**config.mk**
```make
export PLATFORM = sky130hd
export DESIGN_NAME = ilc_top
export DESIGN_NICKNAME = d
export VERILOG_FILES = /design/src/pkg/ilc_pkg.sv /design/src/pkg/ilc_eval_if.sv /design/src/rtl/ilc_level_fsm.sv /design/src/rtl/ilc_ref_scaler.sv /design/src/rtl/ilc_top.sv
export SDC_FILE = /design/constraint.sdc
export NUM_CORES = 2
export LEC_CHECK = 0
export ABC_AREA = 1
export BUFFER_PORTS_ARGS = -buffer_cell sky130_fd_sc_hd__clkbuf_2
export CORE_MARGIN = 1
export CORE_UTILIZATION = 41
export CTS_CLUSTER_SIZE = 14
export DETAILED_ROUTE_END_ITERATION = 8
export SLEW_MARGIN = 20
export SYNTH_ARGS = -nofsm -noshare
export SYNTH_HDL_FRONTEND = slang
export SYNTH_SLANG_ARGS = --single-unit
export TNS_END_PERCENT = 50
```
**constraint.sdc**
```tcl
create_clock -name i_sys_clk -period 7.3 [get_ports i_sys_clk]
set_input_delay 1.095 -clock i_sys_clk [delete_from_list [all_inputs] [get_ports i_sys_clk]]
set_output_delay 1.095 -clock i_sys_clk [all_outputs]
set_load 0.005 [all_outputs]
```
**src/pkg/ilc_pkg.sv**
```systemverilog
/*
 * Shared constants, types and arithmetic for the input level classifier.
 * Assumes a single 10 MHz clock domain and a plain register port.
 */
package ilc_pkg;

    // ------------------------------------------------------------------
    // Sizes
    // ------------------------------------------------------------------
    localparam int NUM_CH    = 11;
    localparam int NUM_VOLT  = 8;
    localparam int CH_W      = 4;
    localparam int VAL_W     = 16;
    localparam int ADC_W     = 12;
    localparam int ADR_W     = 8;
    localparam int EVAL_LAT  = 2;

    // ------------------------------------------------------------------
    // Register map: address = {channel, field}; channel 0xf holds globals
    // ------------------------------------------------------------------
    localparam logic [3:0] F_HTHR    = 4'h0;
    localparam logic [3:0] F_HHYS    = 4'h1;
    localparam logic [3:0] F_LTHR    = 4'h2;
    localparam logic [3:0] F_LHYS    = 4'h3;
    localparam logic [3:0] F_CFG     = 4'h4;
    localparam logic [3:0] F_MEAS    = 4'h5;
    localparam logic [3:0] F_STATE   = 4'h6;
    localparam logic [3:0] G_CH      = 4'hf;
    localparam logic [3:0] G_REPORT  = 4'h0;
    localparam logic [3:0] G_ISTAT   = 4'h1;
    localparam logic [3:0] G_IMASK   = 4'h2;

    // Configuration word fields.
    localparam int CFG_POL_BIT = 0;
    localparam int CFG_REF_BIT = 1;

    // ------------------------------------------------------------------
    // Reset values
    // ------------------------------------------------------------------
    localparam logic [15:0] RST_HTHR  = 16'hffff;
    localparam logic [15:0] RST_LTHR  = 16'h0000;
    localparam logic [15:0] RST_HYS   = 16'h0000;
    localparam logic [1:0]  RST_CFG   = 2'h0;
    localparam logic [15:0] REF5_MV   = 16'h1388;

    typedef enum logic [1:0] {ILC_LOW, ILC_MID, ILC_HIGH} ilc_state_t;

    // Saturating add and subtract keep hysteresis bands inside the scale.
    function automatic logic [15:0] sat_add(input logic [15:0] a, input logic [15:0] b);
        logic [16:0] s;
        s = {1'b0, a} + {1'b0, b};
        return s[16] ? 16'hffff : s[15:0];
    endfunction

    function automatic logic [15:0] sat_sub(input logic [15:0] a, input logic [15:0] b);
        return (a > b) ? (a - b) : 16'h0000;
    endfunction

    // Scales a converter code to millivolts over a reference span.
    function automatic logic [15:0] scale_mv(input logic [11:0] raw, input logic [15:0] ref_mv);
        logic [27:0] p;
        p = 28'(raw) * 28'(ref_mv);
        return p[27:12];
    endfunction

endpackage

```
**src/pkg/ilc_eval_if.sv**
```systemverilog
/*
 * Carries one classification request and its answer between the
 * register/sample core and the level state machine. Combinational only.
 */
interface ilc_eval_if;
    logic [15:0]         value;
    logic [15:0]         hthr;
    logic [15:0]         hhys;
    logic [15:0]         lthr;
    logic [15:0]         lhys;
    logic                first;
    ilc_pkg::ilc_state_t cur;
    ilc_pkg::ilc_state_t nxt;

    modport req (output value, hthr, hhys, lthr, lhys, first, cur, input nxt);
    modport cls (input value, hthr, hhys, lthr, lhys, first, cur, output nxt);
endinterface

```
**src/rtl/ilc_level_fsm.sv**
```systemverilog
/*
 * Next-state logic for one channel's three-level state with hysteresis.
 * Combinational; the caller holds the state per channel.
 */
module ilc_level_fsm
(
    ilc_eval_if.cls bus
);

    // ------------------------------------------------------------------
    // Next state
    // ------------------------------------------------------------------
    // Rising moves use the bare thresholds; falling moves use the bands.
    always_comb
    begin
        logic [15:0] hi_fall;
        logic [15:0] lo_fall;
        hi_fall = ilc_pkg::sat_sub(bus.hthr, bus.hhys);
        lo_fall = ilc_pkg::sat_add(bus.lthr, bus.lhys);
        bus.nxt = bus.cur;
        if (bus.first)
        begin
            // No history yet, so no hysteresis is applied.
            if (bus.value > bus.hthr)
                bus.nxt = ilc_pkg::ILC_HIGH; // RULE10
            else if (bus.value < bus.lthr)
                bus.nxt = ilc_pkg::ILC_LOW;
            else
                bus.nxt = ilc_pkg::ILC_MID;
        end
        else
        begin
            case (bus.cur)
                ilc_pkg::ILC_LOW:
                begin
                    if (bus.value > bus.hthr)
                        bus.nxt = ilc_pkg::ILC_HIGH;
                    else if (bus.value > bus.lthr)
                        bus.nxt = ilc_pkg::ILC_MID; // RULE7
                end
                ilc_pkg::ILC_MID:
                begin
                    if (bus.value > bus.hthr)
                        bus.nxt = ilc_pkg::ILC_HIGH; // RULE7
                    else if (bus.value < lo_fall)
                        bus.nxt = ilc_pkg::ILC_LOW; // RULE9
                end
                default:
                begin
                    if (bus.value < hi_fall)
                        bus.nxt = (bus.value < lo_fall) ? ilc_pkg::ILC_LOW
                                                        : ilc_pkg::ILC_MID; // RULE8
                end
            endcase
        end
    end

endmodule

```
**src/rtl/ilc_ref_scaler.sv**
```systemverilog
/*
 * Turns a raw sample into a measured value. Voltage channels scale a
 * converter code over the selected reference; other channels pass through.
 * Assumes the supply measurement is already in millivolts.
 */
module ilc_ref_scaler
(
    input  wire logic [15:0] i_raw,
    input  wire logic        i_is_volt,
    input  wire logic        i_ref_supply,
    input  wire logic [15:0] i_supply_mv,
    output logic      [15:0] o_value
);

    // ------------------------------------------------------------------
    // Scaling
    // ------------------------------------------------------------------
    // The fixed reference gives finer steps; the supply reference trades
    // resolution for a span up to the supply rail.
    always_comb
    begin
        if (!i_is_volt)
            o_value = i_raw;
        else if (i_ref_supply)
            o_value = ilc_pkg::scale_mv(i_raw[11:0], i_supply_mv); // RULE4
        else
            o_value = ilc_pkg::scale_mv(i_raw[11:0], ilc_pkg::REF5_MV); // RULE3
    end

endmodule

```
**src/rtl/ilc_top.sv**
```systemverilog
/*
 * Input level classifier: eleven measured channels, each with high and low
 * thresholds and hysteresis, a three-level state, a binary report bit with
 * selectable polarity, and a per-channel interrupt on state change after the channel's first sample.
 * Assumes samples arrive one per cycle at most on a synchronous strobe and
 * that software reaches the registers over a one-cycle plain port.
 */
// Decided for this implementation: strobed register access and the register offsets.

// What this block does
// RULE1: Low polarity: report ON below low threshold.
// RULE2: High polarity: report ON above high threshold.
// RULE3: Fixed reference scales input over zero to five volts.
// RULE4: Supply reference scales input up to supply.
// RULE5: Readable per-channel state: low, middle or high.
// RULE6: Readable present measurement per channel.
// RULE7: Rising past thresholds moves low-mid-high.
// RULE8: High falls to middle below threshold minus hysteresis.
// RULE9: Middle falls low below low threshold plus hysteresis.
// RULE10: First sample classifies without hysteresis.
module ilc_top
(
    input  wire logic        i_sys_clk,
    input  wire logic        i_rst_b,
    input  wire logic        i_smp_valid,
    input  wire logic [3:0]  i_smp_chan,
    input  wire logic [15:0] i_smp_raw,
    input  wire logic [15:0] i_supply_mv,
    input  wire logic [7:0]  i_addr,
    input  wire logic [15:0] i_wdata,
    input  wire logic        i_wr,
    input  wire logic        i_rd,
    output logic      [15:0] o_rdata,
    output logic             o_irq,
    output logic      [10:0] o_report
);

    localparam int N = ilc_pkg::NUM_CH;

    // ------------------------------------------------------------------
    // Storage
    // ------------------------------------------------------------------
    logic [15:0]         hthr_r  [N];
    logic [15:0]         hhys_r  [N];
    logic [15:0]         lthr_r  [N];
    logic [15:0]         lhys_r  [N];
    logic [1:0]          cfg_r   [N];
    logic [15:0]         meas_r  [N];
    ilc_pkg::ilc_state_t state_r [N];
    logic [N-1:0]        seen_r;
    logic [N-1:0]        istat_r;
    logic [N-1:0]        imask_r;
    logic [N-1:0]        istat_nxt;
    logic [N-1:0]        evt_nxt;
    logic                s1_vld_r;
    logic [3:0]          s1_ch_r;
    logic [15:0]         s1_val_r;
    logic [15:0]         scaled;
    logic                smp_ok;
    logic                s1_pol;
    logic [3:0]          wr_ch;
    logic [3:0]          wr_fld;
    logic                wr_chan_ok;
    logic                report_bit;

    ilc_eval_if u_eval ();

    assign smp_ok     = i_smp_valid && (i_smp_chan < 4'(N));
    assign wr_ch      = i_addr[7:4];
    assign wr_fld     = i_addr[3:0];
    assign wr_chan_ok = i_wr && (wr_ch < 4'(N));

    // ------------------------------------------------------------------
    // Sample path, stage 1: scale over the channel's reference
    // ------------------------------------------------------------------
    ilc_ref_scaler u_scaler
    (
        .i_raw        (i_smp_raw),
        .i_is_volt    (i_smp_chan < 4'(ilc_pkg::NUM_VOLT)),
        .i_ref_supply (smp_ok ? cfg_r[i_smp_chan][ilc_pkg::CFG_REF_BIT] : 1'b0),
        .i_supply_mv  (i_supply_mv),
        .o_value      (scaled)
    );

    // Out-of-range channel numbers are dropped here so no array is
    // indexed past its end further down.
    always_ff @(posedge i_sys_clk or negedge i_rst_b)
    begin
        if (!i_rst_b)
        begin
            s1_vld_r <= 1'b0;
            s1_ch_r  <= 4'h0;
            s1_val_r <= 16'h0000;
        end
        else
        begin
            s1_vld_r <= smp_ok;
            if (smp_ok)
            begin
                s1_ch_r  <= i_smp_chan;
                s1_val_r <= scaled; // RULE3 RULE4
            end
        end
    end

    // ------------------------------------------------------------------
    // Sample path, stage 2: classification
    // ------------------------------------------------------------------
    assign u_eval.value = s1_val_r;
    assign u_eval.hthr  = hthr_r[s1_ch_r];
    assign u_eval.hhys  = hhys_r[s1_ch_r];
    assign u_eval.lthr  = lthr_r[s1_ch_r];
    assign u_eval.lhys  = lhys_r[s1_ch_r];
    assign u_eval.first = !seen_r[s1_ch_r];
    assign u_eval.cur   = state_r[s1_ch_r];

    ilc_level_fsm u_fsm
    (
        .bus (u_eval.cls)
    );

    // Report bit follows the measurement and polarity, not the state, so
    // hysteresis does not delay it.
    assign s1_pol = cfg_r[s1_ch_r][ilc_pkg::CFG_POL_BIT];
    always_comb
    begin
        if (s1_pol)
            report_bit = s1_val_r > hthr_r[s1_ch_r]; // RULE2
        else
            report_bit = s1_val_r < lthr_r[s1_ch_r]; // RULE1
    end

    // State and measurement per channel, written on each new sample.
    always_ff @(posedge i_sys_clk or negedge i_rst_b)
    begin
        if (!i_rst_b)
        begin
            for (int i = 0; i < N; i++)
            begin
                state_r[i] <= ilc_pkg::ILC_LOW;
                meas_r[i]  <= 16'h0000;
            end
            seen_r <= '0;
        end
        else if (s1_vld_r)
        begin
            state_r[s1_ch_r] <= u_eval.nxt; // RULE5 RULE7 RULE8 RULE9 RULE10
            meas_r[s1_ch_r]  <= s1_val_r; // RULE6
            seen_r[s1_ch_r]  <= 1'b1;
        end
    end

    always_ff @(posedge i_sys_clk or negedge i_rst_b)
    begin
        if (!i_rst_b)
            o_report <= '0;
        else if (s1_vld_r)
            o_report[s1_ch_r] <= report_bit; // RULE1 RULE2
    end

    // ------------------------------------------------------------------
    // Interrupts: a state change after the channel's first sample is an event; set wins over clear
    // ------------------------------------------------------------------
    always_comb
    begin
        evt_nxt = '0;
        if (s1_vld_r && seen_r[s1_ch_r] && (u_eval.nxt != state_r[s1_ch_r]))
            evt_nxt[s1_ch_r] = 1'b1;
        istat_nxt = istat_r;
        if (i_wr && (wr_ch == ilc_pkg::G_CH) && (wr_fld == ilc_pkg::G_ISTAT))
            istat_nxt = istat_r & ~i_wdata[N-1:0];
        istat_nxt = istat_nxt | evt_nxt;
    end

    always_ff @(posedge i_sys_clk or negedge i_rst_b)
    begin
        if (!i_rst_b)
        begin
            istat_r <= '0;
            imask_r <= '0;
        end
        else
        begin
            istat_r <= istat_nxt;
            if (i_wr && (wr_ch == ilc_pkg::G_CH) && (wr_fld == ilc_pkg::G_IMASK))
                imask_r <= i_wdata[N-1:0];
        end
    end

    always_ff @(posedge i_sys_clk or negedge i_rst_b)
    begin
        if (!i_rst_b)
            o_irq <= 1'b0;
        else
            o_irq <= |(istat_nxt & imask_r);
    end

    // ------------------------------------------------------------------
    // Channel configuration writes
    // ------------------------------------------------------------------
    // Measurement and state are read-only; writes to them are ignored.
    always_ff @(posedge i_sys_clk or negedge i_rst_b)
    begin
        if (!i_rst_b)
        begin
            for (int i = 0; i < N; i++)
            begin
                hthr_r[i] <= ilc_pkg::RST_HTHR;
                hhys_r[i] <= ilc_pkg::RST_HYS;
                lthr_r[i] <= ilc_pkg::RST_LTHR;
                lhys_r[i] <= ilc_pkg::RST_HYS;
                cfg_r[i]  <= ilc_pkg::RST_CFG;
            end
        end
        else if (wr_chan_ok)
        begin
            if (wr_fld == ilc_pkg::F_HTHR)
                hthr_r[wr_ch] <= i_wdata;
            else if (wr_fld == ilc_pkg::F_HHYS)
                hhys_r[wr_ch] <= i_wdata;
            else if (wr_fld == ilc_pkg::F_LTHR)
                lthr_r[wr_ch] <= i_wdata;
            else if (wr_fld == ilc_pkg::F_LHYS)
                lhys_r[wr_ch] <= i_wdata;
            else if (wr_fld == ilc_pkg::F_CFG)
                cfg_r[wr_ch] <= i_wdata[1:0];
        end
    end

    // ------------------------------------------------------------------
    // Read port: data stand in the cycle after the strobe only
    // ------------------------------------------------------------------
    always_ff @(posedge i_sys_clk or negedge i_rst_b)
    begin
        if (!i_rst_b)
            o_rdata <= 16'h0000;
        else if (!i_rd)
            o_rdata <= 16'h0000;
        else if (wr_ch == ilc_pkg::G_CH)
        begin
            if (wr_fld == ilc_pkg::G_REPORT)
                o_rdata <= {5'h00, o_report};
            else if (wr_fld == ilc_pkg::G_ISTAT)
                o_rdata <= {5'h00, istat_r};
            else if (wr_fld == ilc_pkg::G_IMASK)
                o_rdata <= {5'h00, imask_r};
            else
                o_rdata <= 16'h0000;
        end
        else if (wr_ch < 4'(N))
        begin
            if (wr_fld == ilc_pkg::F_HTHR)
                o_rdata <= hthr_r[wr_ch];
            else if (wr_fld == ilc_pkg::F_HHYS)
                o_rdata <= hhys_r[wr_ch];
            else if (wr_fld == ilc_pkg::F_LTHR)
                o_rdata <= lthr_r[wr_ch];
            else if (wr_fld == ilc_pkg::F_LHYS)
                o_rdata <= lhys_r[wr_ch];
            else if (wr_fld == ilc_pkg::F_CFG)
                o_rdata <= {14'h0000, cfg_r[wr_ch]};
            else if (wr_fld == ilc_pkg::F_MEAS)
                o_rdata <= meas_r[wr_ch]; // RULE6
            else if (wr_fld == ilc_pkg::F_STATE)
                o_rdata <= {14'h0000, state_r[wr_ch]}; // RULE5
            else
                o_rdata <= 16'h0000;
        end
        else
            o_rdata <= 16'h0000;
    end
endmodule

```
==> results.md <==
Outcome:
- The run finished with clean final reports.

Logic synthesis:
- The number of distinct library cell variants in the gate-level netlist after synthesis is approximately 60.
- In this run, synthesis inferred 0 flip-flops with an integrated enable.
- The synthesized design contains a little over 1000 register bits.
- The mapped cell area is roughly 0.058 mm².
- The post-synthesis cell count is 6991.
- The number of warnings printed during yosys synthesis is 0.
- The mean cell area of the mapped netlist is about 8.3 µm².
- For this run, the register share of the synthesized area comes to 0.438.
- Among all flip-flop cells after synthesis, the most frequent one is sky130_fd_sc_hd__dfrtp_1.
- Counting every net in the synthesized netlist gives approximately 7400.
- After synthesis, the share of flip-flops with an asynchronous set or reset is 1.00.

Timing:
- Setup repair after global routing left no endpoint under its margin.
- The final-report hold violation count is 0.
- The tightest slew margin relative to the limit is 0.229.
- The final count of pins violating max slew is 0.
- Summed over all failing endpoints, the final setup total negative slack is 0 ns.
- After layout, the minimum clock period comes to around 6.6 ns.
- At the pin with the least slew margin, the transition time is roughly 1.2 ns.
- The worst path meets setup with around 0.74 ns of slack.
- Final hold analysis gives a worst-case slack of ~0.36 ns.
- Dividing the final minimum period by the clock period gives 0.899.
- Across the routed clock network, the largest skew measured is roughly 0.064 ns.
- The final number of setup-violating endpoints is 0.
- Derived from the worst setup path, the maximum achievable clock frequency is ~150 MHz.

Floorplanning:
- The total die area is 0.143 mm².
- The die is 378 µm tall.
- The number of cell rows is ~140.
- The die outline width is 378 µm.
- For this configuration, the core starts out at a cell density of 0.414.
- In this run the count of I/O pins placed on the die edge is 93.
- The core region area is 0.140 mm².

Route:
- For this block, the initial DRC count from the detailed router was 7365.
- Once detail routing completed, the nets flagged for antenna violations numbered 0.
- Dividing the detail-routed wire length by the instance count gives 25.8 µm.
- The number of detailed-route iterations in the first pass is 9.
- The number of design rule violations left after detail routing is 0.
- The number of vias in the routed layout is around 54000.
- The routed wire length is ~230000 µm.
- After detailed routing, the number of vias per cell comes to about 6.

Job:
- The number of violations of the max-capacitance limit is 0.

Clocking:
- The clock passes through at most 3 buffers.
- CTS saw around 1000 sinks.
- The number of gates resized after CTS was 0.
- The post-CTS setup buffer count is 0.
- TritonCTS built the clock tree.
- The number of hold buffers added after cts is 0.
- The clock reaches the later pin of the worst-skew pair after 0.78 ns.
- Clock-pin slew was measured on the worst setup and hold paths at 0.06 ns.
- The maximum level of the CTS H-tree is 3.
- The root buffer selected by CTS is sky130_fd_sc_hd__clkbuf_16.
- Buffers inserted during clock tree synthesis total 109.

Critical path:
- The worst setup path is captured at a register.
- On the worst path, the slowest cell contributes a delay of 0.49 ns.
- The critical path contains buffers and inverters numbering 5 combined.
- The most critical setup path has its startpoint at s1_ch_r[2].
- The dominant delay contributor by cell family on the critical path is simple AND/OR/NAND/NOR gates.
- The critical path's most frequent cell is sky130_fd_sc_hd__nand2_1.
- The category of the critical setup timing path is reg2reg.
- In this run the critical register-to-register path is launched from s1_ch_r[2].
- The arrival time of data at the critical path endpoint is between 7 and 8 ns.
- The critical-path cell with the highest stage delay is sky130_fd_sc_hd__a221oi_1.
- The worst setup path is launched from a register.
- STA puts the critical path data required time at 7.94 ns.
- Of all nets on the critical path, the largest fanout is 11.

Finish:
- The library cell used most frequently in the layout, excluding fill and tap cells, is sky130_fd_sc_hd__nand2_1.
- Of the cells placed in the final design, the portion with a size suffix greater than 1 is 0.103.
- Once layout is done, the placed cells without fillers occupy about 0.064 mm².
- The top cell types in the final layout, fill and taps aside, are 1743 x sky130_fd_sc_hd__nand2_1, 1248 x sky130_fd_sc_hd__o21ai_0, 830 x sky130_fd_sc_hd__dfrtp_1, 535 x sky130_fd_sc_hd__inv_1, 310 x sky130_fd_sc_hd__a22oi_1.
- The layout-stage area growth over the synthesis result is 11.0%.
- The area taken by flip-flops and latches is around 0.025 mm².
- The area of the multi-input gates is between 0.02 and 0.03 mm².
- The number of nets in the layout is roughly 7300.
- The number of fill cells in the layout is roughly 14000.

Power:
- The design draws between 0.015 and 0.02 W.
- The worst voltage drop across the vdd grid is 275 µV.
- The analysis attributes to cell leakage a power of 28.4 nW.
- The power density relative to cell area is just under 300 mW/mm².

Global routing:
- The via count of the first global-routing pass is 51200.
- The global route total overflow is 0.
- The initial antenna violation count was 14.
- Across every metal layer, demand over resource in global routing totals 0.317.
- The global-route wire length before repair is ~340000 µm.
- Entering global routing, the biggest net connects 147 pins.

Place:
- The placer congestion estimate is 0.966.
- The placed instance area is 0.0605 mm².
- The setup slack after placement is about 0.64 ns.
- The wire-length estimate of the detail-placed layout is 145000 µm.
- In this run the tool buffered the top-level ports with between 90 and 100 buffer cells.

Hold path:
- The worst min-delay path class is in2async.
==> flip-flops by register name, summed over array words and instances (netlist names) <==
signal / cells
o_irq: 1
s1_ch_r: 4
cfg_r: 22
o_rdata: 16
o_report: 11
s1_vld_r: 1
lthr_r: 176
hthr_r: 176
lhys_r: 176
istat_r: 11
meas_r: 176
imask_r: 11
s1_val_r: 16
seen_r: 11
hhys_r: 176
state_r: 22
==> cells in the mapped netlist (all sizes together), types with 2 or more instances <==
| cell type | n | area (µm²) |
|---|---|---|
| o21ai | 1254 | 6280 |
| nor4 | 2 | 12.5 |
| nor3b | 2 | 15.0 |
| a221o | 10 | 100 |
| o31ai | 2 | 15.0 |
| a221oi | 74 | 648 |
| clkbuf | 494 | 1850 |
| o22ai | 288 | 1810 |
| a2111oi | 6 | 52.6 |
| fa | 163 | 3260 |
| nor2 | 163 | 622 |
| nand4 | 50 | 313 |
| a2111o | 7 | 78.8 |
| xnor2 | 13 | 114 |
| nor3 | 44 | 220 |
| inv | 552 | 2070 |
| a31oi | 38 | 238 |
| nand3 | 114 | 586 |
| a22oi | 310 | 2330 |
| dfrtp | 830 | 20800 |
| buf | 51 | 216 |
| o21bai | 7 | 52.6 |
| nand2 | 1751 | 6580 |
| a41oi | 2 | 17.5 |
| xor2 | 18 | 158 |
| o21a | 3 | 22.5 |
| o221ai | 18 | 164 |
| a21boi | 3 | 22.5 |
| nand3b | 3 | 22.5 |
| a21o | 5 | 37.5 |
| a21oi | 191 | 956 |
| or2 | 19 | 119 |
| clkinv | 5 | 18.8 |
| a311o | 2 | 20.0 |
| ha | 212 | 2650 |
| o211ai | 32 | 240 |
| dfstp | 176 | 4620 |
| o2111ai | 15 | 131 |
| a311oi | 10 | 87.6 |
| or3b | 5 | 43.8 |
| a211oi | 23 | 173 |
| a22o | 18 | 158 |
==> per-stage QoR <==
stage	util	cells
floorplan	-	6991
global placement	0.433	8613
detailed placement	0.433	8613
CTS	0.460	8817
global route	0.460	8817
finish	0.460	8818
==> power breakdown <==
| part | switching [W] | leakage [nW] | internal, W |
|---|---|---|---|
| registers | 0.000606 | 13.0 | 0.00629 |
| logic | 0.00368 | 13.5 | 0.00203 |
| clock network | 0.00245 | 1.88 | 0.00347 |
| total | 0.00674 | 28.4 | 0.0118 |
==> per-layer routing <==
layer  part of all wire  up-vias  GRT usage
met2               0.43     3084      0.469
li1                   -    23700          -
met3               0.11      571     0.0644
met1               0.41    26200      0.440
met5            0.00026        -          0
met4              0.054       10      0.159
==> kinds of logic after synthesis <==
logic type / Yosys count / share of synthesized area
AOI/OAI and AO/OA: 2321 / 0.236
and+or+nand+nor: 2155 / 0.147
buffers and inverters: 1102 / 0.0718
DFF: 1006 / 0.438
adders and majority gates: 375 / 0.102
xor gates and xnor gates: 31 / 0.00469
muxes: 1 / 0.000173
==> area by class of cell <==
cell class              instances  area share
diodes                          1   0.0000389
clock buffers                 162      0.0500
clock inverters                42     0.00914
inverters                     557      0.0329
multi-input cells            4883       0.443
flip-flops and latches       1006       0.395
well taps                    1876      0.0365
repair buffers                291      0.0338
==> final timing paths <==
check / end / slack (ns) / cells after the start
max in group asynchronous: lthr_r[102] / 5.18 / 3
hold / removal: hhys_r[58] / 0.36 / 1
hold reg to reg: seen_r[5] / 0.45 / 2
setup reg to reg: o_irq / 0.74 / 41
setup / recovery: o_irq / 0.74 / 41
min in group i_sys_clk: seen_r[5] / 0.45 / 2
Note: power is estimated with default switching activity, not from simulation.
